<file path="src/rtl/bdm_pkg.sv">
// Purpose: shared constants of the banked data memory decoder
// Assumes: 8-bit data memory addresses, bank pointer taken from the core
// Notes:   ram indices pack bank 0, bank 1 and bank 2 one after another
package bdm_pkg;
  localparam int unsigned DATA_W      = 8;
  localparam int unsigned ADDR_W      = 8;
  localparam int unsigned BANK_W      = 2;
  localparam int unsigned IDX_W       = 9;
  localparam int unsigned DEPTH_SMALL = 288;
  localparam int unsigned DEPTH_LARGE = 384;

  localparam logic [ADDR_W-1:0] MEM_BASE   = 8'h00;
  localparam logic [ADDR_W-1:0] SFR_END    = 8'h60;
  localparam logic [ADDR_W-1:0] NVMC_ADDR  = 8'h40;
  localparam logic [BANK_W-1:0] NVMC_BANK  = 2'h1;
  localparam logic [ADDR_W-1:0] B0_LO      = 8'h60;
  localparam logic [ADDR_W-1:0] B0_HI      = 8'hff;
  localparam logic [ADDR_W-1:0] B1_LO      = 8'h80;
  localparam logic [ADDR_W-1:0] B1_HI      = 8'hff;
  localparam logic [ADDR_W-1:0] B2_LO      = 8'h80;
  localparam logic [ADDR_W-1:0] B2_HI      = 8'hdf;
  localparam logic [IDX_W-1:0]  B1_IDX0    = 9'h0a0;
  localparam logic [IDX_W-1:0]  B2_IDX0    = 9'h120;
  localparam logic [DATA_W-1:0] READ_ZERO  = 8'h00;
endpackage : bdm_pkg

</file>
<file path="src/rtl/bdm_decoder.sv">
// Purpose: banked data memory: sfr forwarding, nvm control select and general ram
// Assumes: core drives one access per cycle from the same clock; bank pointer held outside
// Notes:   read data returns two edges after the request; sfr reads answer in between
`timescale 1ns/1ps
`default_nettype none
module bdm_decoder #(
  parameter bit VARIANT_LARGE = 1'b0
) (
  input  wire logic                        CLK_IN,
  input  wire logic                        RST_N_IN,
  input  wire logic [bdm_pkg::ADDR_W-1:0]  MEM_ADDR_IN,
  input  wire logic [bdm_pkg::BANK_W-1:0]  BANK_PTR_IN,
  input  wire logic                        MEM_RD_IN,
  input  wire logic                        MEM_WR_IN,
  input  wire logic [bdm_pkg::DATA_W-1:0]  MEM_WDATA_IN,
  input  wire logic [bdm_pkg::DATA_W-1:0]  SFR_RDATA_IN,
  output logic      [bdm_pkg::DATA_W-1:0]  RDATA_OUT,
  output logic                             RDATA_VALID_OUT,
  output logic                             SFR_SEL_OUT,
  output logic                             NVMC_SEL_OUT,
  output logic                             SFR_WR_OUT,
  output logic      [bdm_pkg::ADDR_W-1:0]  SFR_ADDR_OUT,
  output logic      [bdm_pkg::DATA_W-1:0]  SFR_WDATA_OUT
);
  localparam int unsigned DEPTH = VARIANT_LARGE ? bdm_pkg::DEPTH_LARGE : bdm_pkg::DEPTH_SMALL;

  // ram window of one bank; bank 2 exists only in the large variant
  function automatic logic ram_in_bank(input logic [bdm_pkg::ADDR_W-1:0] a,
                                       input logic [bdm_pkg::BANK_W-1:0] b);
    logic hit;
    hit = 1'b0;
    case (b)
      2'h0:    hit = (a >= bdm_pkg::B0_LO) && (a <= bdm_pkg::B0_HI);
      2'h1:    hit = (a >= bdm_pkg::B1_LO) && (a <= bdm_pkg::B1_HI);
      2'h2:    hit = VARIANT_LARGE && (a >= bdm_pkg::B2_LO) && (a <= bdm_pkg::B2_HI);
      default: hit = 1'b0;
    endcase
    return hit;
  endfunction : ram_in_bank

  function automatic logic [bdm_pkg::IDX_W-1:0] ram_index(input logic [bdm_pkg::ADDR_W-1:0] a,
                                                          input logic [bdm_pkg::BANK_W-1:0] b);
    logic [bdm_pkg::IDX_W-1:0] idx;
    idx = '0;
    case (b)
      2'h0:    idx = {1'b0, a - bdm_pkg::B0_LO};
      2'h1:    idx = bdm_pkg::B1_IDX0 + {1'b0, a - bdm_pkg::B1_LO};
      2'h2:    idx = bdm_pkg::B2_IDX0 + {1'b0, a - bdm_pkg::B2_LO};
      default: idx = '0;
    endcase
    return idx;
  endfunction : ram_index

  logic [bdm_pkg::DATA_W-1:0] mem_q [DEPTH];

  wire access  = MEM_RD_IN | MEM_WR_IN;
  wire in_sfr  = (MEM_ADDR_IN >= bdm_pkg::MEM_BASE) && (MEM_ADDR_IN < bdm_pkg::SFR_END);
  wire is_nvmc = (MEM_ADDR_IN == bdm_pkg::NVMC_ADDR);
  // the sfr decode never looks at the bank pointer
  wire sfr_hit = in_sfr && !is_nvmc;
  // 40H outside bank 1 selects nothing, so it reads as zero and drops writes
  wire nvm_hit = is_nvmc && (BANK_PTR_IN == bdm_pkg::NVMC_BANK);
  wire ram_hit = ram_in_bank(MEM_ADDR_IN, BANK_PTR_IN);
  wire [bdm_pkg::IDX_W-1:0] ram_idx = ram_index(MEM_ADDR_IN, BANK_PTR_IN);
  wire ram_wr  = MEM_WR_IN && ram_hit;

  logic                       sfr_sel_q, nvm_sel_q, sfr_wr_q, rd1_q, ram_rd1_q, fwd_rd1_q;
  logic [bdm_pkg::ADDR_W-1:0] sfr_addr_q;
  logic [bdm_pkg::DATA_W-1:0] sfr_wdata_q, ram_data_q, rdata_q;
  logic                       rvalid_q;

  // unmapped reads fall through to zero and unmapped writes touch nothing
  wire [bdm_pkg::DATA_W-1:0] rdata_d = ram_rd1_q ? ram_data_q :
                                       fwd_rd1_q ? SFR_RDATA_IN : bdm_pkg::READ_ZERO;

  // ram is volatile and left unreset; its contents are undefined until written
  // a read and a write of the same byte in one cycle return the old byte
  always_ff @(posedge CLK_IN) begin
    if (ram_wr) begin
      mem_q[ram_idx] <= MEM_WDATA_IN;
    end
  end

  always_ff @(posedge CLK_IN or negedge RST_N_IN) begin
    if (!RST_N_IN) begin
      sfr_sel_q   <= 1'b0;
      nvm_sel_q   <= 1'b0;
      sfr_wr_q    <= 1'b0;
      sfr_addr_q  <= 8'h00;
      sfr_wdata_q <= 8'h00;
      rd1_q       <= 1'b0;
      ram_rd1_q   <= 1'b0;
      fwd_rd1_q   <= 1'b0;
      ram_data_q  <= 8'h00;
    end else begin
      sfr_sel_q   <= access && sfr_hit;
      nvm_sel_q   <= access && nvm_hit;
      sfr_wr_q    <= MEM_WR_IN && (sfr_hit || nvm_hit);
      // address and write data copy every cycle; only the selects qualify them
      sfr_addr_q  <= MEM_ADDR_IN;
      sfr_wdata_q <= MEM_WDATA_IN;
      rd1_q       <= MEM_RD_IN;
      ram_rd1_q   <= MEM_RD_IN && ram_hit;
      fwd_rd1_q   <= MEM_RD_IN && (sfr_hit || nvm_hit);
      ram_data_q  <= ram_hit ? mem_q[ram_idx] : bdm_pkg::READ_ZERO;
    end
  end

  // second stage lines up ram, sfr and unmapped reads at one fixed latency,
  // which costs a cycle on ram reads but keeps the core's read timing uniform
  always_ff @(posedge CLK_IN or negedge RST_N_IN) begin
    if (!RST_N_IN) begin
      rdata_q  <= 8'h00;
      rvalid_q <= 1'b0;
    end else begin
      rdata_q  <= rd1_q ? rdata_d : bdm_pkg::READ_ZERO;
      rvalid_q <= rd1_q;
    end
  end

  assign RDATA_OUT       = rdata_q;
  assign RDATA_VALID_OUT = rvalid_q;
  assign SFR_SEL_OUT     = sfr_sel_q;
  assign NVMC_SEL_OUT    = nvm_sel_q;
  assign SFR_WR_OUT      = sfr_wr_q;
  assign SFR_ADDR_OUT    = sfr_addr_q;
  assign SFR_WDATA_OUT   = sfr_wdata_q;
endmodule : bdm_decoder
`default_nettype wire

</file>
<file path="config.mk">
export PLATFORM = sky130hd
export DESIGN_NAME = bdm_decoder
export DESIGN_NICKNAME = d
export VERILOG_FILES = /design/src/rtl/bdm_pkg.sv /design/src/rtl/bdm_decoder.sv
export SDC_FILE = /design/constraint.sdc
export NUM_CORES = 2
export LEC_CHECK = 0
export ABC_AREA = 1
export BUFFER_PORTS_ARGS = -buffer_cell sky130_fd_sc_hd__buf_2
export CORE_MARGIN = 2
export CORE_UTILIZATION = 35
export DETAILED_ROUTE_END_ITERATION = 12
export HOLD_SLACK_MARGIN = 0.03
export PLACE_DENSITY = 0.57
export SLEW_MARGIN = 20
export SYNTH_ARGS = -nofsm -noshare
export SYNTH_HDL_FRONTEND = slang
export SYNTH_SLANG_ARGS = --single-unit
</file>
<file path="constraint.sdc">
create_clock -name CLK_IN -period 1.26 [get_ports CLK_IN]
set_input_delay 0.126 -clock CLK_IN [delete_from_list [all_inputs] [get_ports CLK_IN]]
set_output_delay 0.126 -clock CLK_IN [all_outputs]
set_load 0.05 [all_outputs]
</file>
## Yosys cells after proc, flatten, opt, wreduce, memory -nomap -nowiden

Memory sizes are Yosys's and may differ from the RTL's.
Cells that the tools add are included.
W data, S select, Z words.

- Bits in registers: 39
- Latch bits: 0
- Bits in writable memories: 2304
- Memory bits (read-only): 0
- Input port bits: 30
- Logic and storage cells: 47
- Memories kept: 1

Memory list:

| memory | words | bits a word | rd ports | clocked after memory_dff | wr ports | RTL line | RTL |
|---|---|---|---|---|---|---|---|
| mem_q | 288 | 8 | 1 | 0 | 1 | bdm_decoder.sv:54 | `logic [bdm_pkg::DATA_W-1:0] mem_q [DEPTH];` |

- Add/subtract/negate cells: 4
- $mul: 0
- Div/mod/pow operators: 0
- $lt $le $gt $ge: 5
- Eq/ne operators: 3
- Shift operators: 0
- Multiplexer cells: 8
- Bitwise logic cells: 1
- Reduce and logical (&&, ||, !) cells: 14

Operators with widths:

| kind | number |
|---|---|
| $mux W8 | 4 |
| $pmux W9 S3 | 1 |
| $logic_and A1 B1 Y1 | 11 |
| $add A8 B8 Y9 const A | 1 |
| $add A9 B8 Y9 const A | 1 |
| $eq A8 B7 Y1 const B | 1 |
| $ge A8 B1 Y1 const B | 1 |
| $ge A8 B7 Y1 const B | 1 |
| $ge A8 B8 Y1 const B | 1 |
| $le A8 B8 Y1 const B | 1 |
| $lt A8 B7 Y1 const B | 1 |
| $sub A8 B7 Y8 const B | 1 |
| $sub A8 B8 Y8 const B | 1 |
| $eq A2 B1 Y1 const B | 1 |
| $eq A2 B2 Y1 const B | 1 |
| $logic_not A2 Y1 | 1 |
| $mux W1 | 2 |
| $pmux W1 S2 | 1 |
| $logic_not A1 Y1 | 1 |
| $logic_or A1 B1 Y1 | 1 |
| $or A1 B1 Y1 | 1 |

## Logic depth before layout (Yosys ltp)

- Depth in word-level cells: 6
- Mapped depth: 22
- Depth with buffers taken out: 20

## Worst setup path after synthesis

OpenSTA, ideal clock, no wires.

- Path type: input -> register
- Start: input port BANK_PTR_IN[0] (netlist name)
- End: memory mem_q[130][0] (netlist name), enable pin
- Data arrival time: 2.468 ns
- Slack: -1.579 ns
- Stages on the path: 16
- Path buffers: 1
- Cells stage by stage: inv_1 > ha_1 > inv_1 > ha_1 > nand3_1 > nand2_1 > nand2_1 > nor3b_1 > nand2_1 > inv_1 > nor2_1 > inv_1 > nor2_1 > nand2_1 > clkbuf_1 > nor2_1

- Longest elaborated chain between the ends: 5
- Elaborated cells on any way between the ends: 8
- Classes of those cells: 2 x eq/ne; 4 x mux; 2 x reduce/logical

Ends and longest elaborated chain:

| what | RTL line | RTL |
|---|---|---|
| start, declared | bdm_decoder.sv:12 | `input wire logic [bdm_pkg::BANK_W-1:0] BANK_PTR_IN,` |
| $eq A2 B1 Y1 / $logic_not A2 Y1 (equally long branches) | bdm_decoder.sv:32, bdm_decoder.sv:45 |  |
| $pmux W1 S2 | bdm_decoder.sv:32 | `case (b)` |
| $logic_and A1 B1 Y1 | bdm_decoder.sv:65 | `wire ram_wr = MEM_WR_IN && ram_hit;` |
| $mux W1 | bdm_decoder.sv:79 | `if (ram_wr) begin` |
| $mux W1 (not written as such) | bdm_decoder.sv:80 | `mem_q[ram_idx] <= MEM_WDATA_IN;` |
| end, declared | bdm_decoder.sv:54 |  |

Parallel ways exist; a longest one is shown, timed or not.

## Worst setup path in the final report

- Start: input port BANK_PTR_IN[1] (netlist name)
- End: register ram_data_q[1] (netlist name)

- Longest elaborated chain between the ends: 4
- Elaborated cells on any way between the ends: 7
- Classes of those cells: 2 x eq/ne; 3 x mux; 1 x reduce/logical; 1 x memory

Ends and longest elaborated chain:

| what | RTL line | RTL |
|---|---|---|
| $eq A2 B2 Y1 (tied with other cells) | bdm_decoder.sv:45 | `case (b)` |
| $pmux W9 S3 | bdm_decoder.sv:45 |  |
| $mem_v2 Z288 W8 | - |  |
| $mux W8 (*) | bdm_decoder.sv:105 | `ram_data_q <= ram_hit ? mem_q[ram_idx] : bdm_pkg::READ_ZERO;` |
| end signal, assigned | bdm_decoder.sv:105 |  |
| end, declared | bdm_decoder.sv:69 | `logic [bdm_pkg::DATA_W-1:0] sfr_wdata_q, ram_data_q, rdata_q;` |

Every way passes the cells marked *; elsewhere a longest branch is shown, timed or not.

==> results.sh <==
export IMPL_status="finished with violations"
export IMPL_violations="setup timing"
export IMPL_port_buffers=57
export IMPL_cts_buffer_depth=3
export IMPL_ant_nets=0
export IMPL_drc=0
export IMPL_synth_area_per_cell_um2=12.9
export IMPL_final_util=0.450
export IMPL_first_pass_iters=6
export IMPL_rsz0062_at_grt="yes"
export IMPL_slew_headroom=0.418
export IMPL_comb_power_share=0.097
export IMPL_synth_cell_types=35
export IMPL_rows=187
export IMPL_clock_latency_ns=0.88
export IMPL_antenna_found_initial=5
export IMPL_layout_commonest_cell="edfxtp_1"
export IMPL_cpMostUsedCell="buf_12"
export IMPL_synth_area_um2=91000
export IMPL_synth_nets=7087
export IMPL_gp_congestion=0.905
export IMPL_min_period_over_period=1.79
export IMPL_crit_family="simple AND/OR/NAND/NOR gates"
export IMPL_ys_flop_type="edfxtp_1"
export IMPL_hpwl_um=181000
export IMPL_start_util=0.351
export IMPL_grt_pass1_wl_um=414000
export IMPL_fmax_ghz=0.443
export IMPL_p_int_mw=129
export IMPL_power_density_nw_per_um2=1450
export IMPL_area_growth_pct=28.2
export IMPL_grt_pass1_vias=59300
export IMPL_fillers=22700
export IMPL_clock_sinks=2343
export IMPL_clockRootBuffer="clkbuf_16"
export IMPL_core_area_um2=259000
export IMPL_grt_max_degree=119
export IMPL_nets=8093
export IMPL_arrival_ns=3.07
export IMPL_cts_tree="done"
export IMPL_wl_per_cell_um=25.1
export IMPL_timing_final_ws_setup_ns=-0.996
export IMPL_hold_class="in2reg"
export IMPL_hold_violations=0
export IMPL_finalSetupTns_ns=-1653.98
export IMPL_yosysWarnings=0
export IMPL_routed_via_density=5.31
export IMPL_period_minus_slack_ns=2.26
export IMPL_cp_max_fo=8
export IMPL_power_leakage_nw=41.5
export IMPL_vias=61900
export IMPL_ir_drop_uv=1510
export IMPL_path_buf_inv=8
export IMPL_wl_um=292000
export IMPL_clkTransAtPathRegs_ns=0.07
export IMPL_synthArstFlopShare=0.0166
export IMPL_grt_util_all_layers=0.214
export IMPL_setup_viol=2340
export IMPL_drt_iter0_drc=7099
export IMPL_start_kind="primary input"
export IMPL_cap_viol_max_count=0
export IMPL_fp_dieW_um=514
export IMPL_path_class="in2reg"
export IMPL_p_sw_frac=0.239
export IMPL_drive_gt1_frac=0.235
export IMPL_ys_seq_elements=2343
export IMPL_layout_common_cells="2304 x edfxtp_1, 1492 x nand2_1, 745 x nor2_1, 669 x buf_4, 562 x o22ai_1"
export IMPL_skew_ns=0.0510
export IMPL_grt_overflow=0
export IMPL_p_switching_mw=40.4
export IMPL_end_kind="register"
export IMPL_seqPwrFrac=0.506
export IMPL_cts_htree_levels=4
export IMPL_netlist_instances=7051
export IMPL_synth_edf_count=2304
export IMPL_ios=58
export IMPL_slowest_stage="nand4_1"
export IMPL_path_cells="buf_12 -> inv_6 -> ha_4 -> inv_4 -> nand2_4 -> buf_6 -> nand2_4 -> nor2_4 -> buf_12 -> buf_16 -> buf_12 -> buf_4 -> o22ai_1 -> o21ai_1 -> nand4_1 -> nand2_2 -> nand3_4 -> nand3_4 -> nand2_1 -> nor2_1"
export IMPL_yosysSeqAreaShare=0.771
export IMPL_worst_pin_slew_ns=0.873
export IMPL_die_area_um2=264000
export IMPL_p_clk_frac=0.397
export IMPL_required_ns=2.07
export IMPL_cpPeakStageDelay_ns=0.36
export IMPL_die_y_um=514
export IMPL_cts_inserted_buffers=227
export IMPL_slew_violations=0
## kinds of logic (layout without fill, tap and decap cells)
family / after synthesis / count (layout) / synth area share
flip-flops: 2343 / 2343 / 0.771
other: 0 / 5 / 0
adder cells (fa/ha/maj): 6 / 6 / 0.000825
AO/OA/AOI/OAI: 1146 / 1146 / 0.0719
buffers and inverters: 682 / 1874 / 0.0305
AND/OR/NAND/NOR: 2874 / 2874 / 0.126
## metal layers
| metal | track usage | vias to the layer above | share of wire |
|---|---|---|---|
| li1 | - | 27400 | - |
| met2 | 0.346 | 2734 | 0.47 |
| met4 | 0.0745 | 0 | 0.037 |
| met3 | 0.0369 | 507 | 0.082 |
| met5 | 0 | - | 0 |
| met1 | 0.290 | 31300 | 0.41 |
## worst register-to-register path, stage by stage, from the launching register on
cell	delay (ns)
edfxtp_1	0.37
o22ai_1	0.21
o21ai_2	0.11
nand2_1	0.16
nor2_4	0.08
nor2_2	0.20
nor2_1	0.07
buf_4	0.15
nand3_2	0.07
nand2_2	0.07
nor2_4	0.18
nor2_1	0.06
buf_4	0.13
## state kept, by name, indices dropped and copies added, names as in the netlist
name             flops
mem_q             2304
RDATA_OUT            8
SFR_ADDR_OUT         8
SFR_WDATA_OUT        8
ram_data_q           8
NVMC_SEL_OUT         1
RDATA_VALID_OUT      1
SFR_SEL_OUT          1
SFR_WR_OUT           1
fwd_rd1_q            1
ram_rd1_q            1
rd1_q                1
## path summary, 6_finish.rpt
kind,start,end,slack (ns),cells after the start
max in group asynchronous,RST_N_IN,SFR_WDATA_OUT[3],0.62,4
worst max register to register,mem_q[134][2],ram_data_q[2],-0.69,12
min in group asynchronous,RST_N_IN,ram_data_q[3],0.38,4
worst min register to register,rd1_q,RDATA_VALID_OUT,0.38,0
worst min-delay path,MEM_ADDR_IN[2],SFR_ADDR_OUT[2],0.09,3
worst max-delay path,BANK_PTR_IN[1],ram_data_q[1],-1.0,20
## cell usage after synthesis, types with 3 or more instances
cell type	count	area share
a21oi_1	40	0.0022
a22oi_1	15	0.0012
and2_1	4	0.00028
buf_1	57	0.0024
buf_2	143	0.0079
buf_4	9	0.00074
clkbuf_1	183	0.0076
dfrtp_1	39	0.011
edfxtp_1	2304	0.76
ha_1	6	0.00083
inv_1	282	0.012
inv_2	8	0.00033
nand2_1	1561	0.064
nand3_1	62	0.0034
nand3b_1	46	0.0038
nand4_1	118	0.0081
nor2_1	1055	0.044
nor2_2	6	0.00041
o211ai_1	7	0.00058
o21a_1	3	0.00025
o21ai_0	442	0.024
o21ai_1	64	0.0035
o221ai_1	4	0.00039
o22a_1	4	0.00039
o22ai_1	564	0.039
or2_2	11	0.00076
## stage by stage
stage	power, mW	hold slack (ns)	cell area [um2]	cells	worst slack [ns]
3_5_place_dp	101	0.144	104000	11000	-2.55
5_1_grt	174	0.0688	117000	11600	-1.01
4_1_cts	169	0.0259	115000	11600	-0.854
3_3_place_gp	101	0.131	104000	11000	-2.65
2_1_floorplan	92.9	-0.170	91500	7051	-1.55
6_report	169	0.0893	117000	11700	-0.996
## repair_timing
action | in CTS | in global routing
cloned | 24 | 12
buffers inserted | 50 | 56
endpoints found under the setup margin | 2340 | 2341
pin swaps | 103 | 82
hold endpoints to repair | 2374 | 0
resized for setup | 423 | 300
hold buffers | 46 | 0
## cell type report
cell class                 count  area [um2]  share of cell area
multi-input combinational   4026       20400               0.175
tap                         3402        4260              0.0365
clock inverter               135        1230              0.0106
timing repair inverter         3        28.8            0.000247
antenna                        5        12.5            0.000107
timing repair buffer        1166       13400               0.115
inverter                     290        1180              0.0101
clock buffer                 280        6040              0.0518
sequential                  2343       70200               0.601
## power groups by stage
stage | registers, mW | logic [mW] | clock network, mW
2_1_floorplan | 87.5 | 5.43 | 0
3_3_place_gp | 87.4 | 13.6 | 0
3_5_place_dp | 87.4 | 13.7 | 0
4_1_cts | 85.7 | 15.6 | 68.0
5_1_grt | 85.7 | 17.2 | 71.1
6_report | 85.8 | 16.4 | 67.2
(Power assumes the default switching activity.)
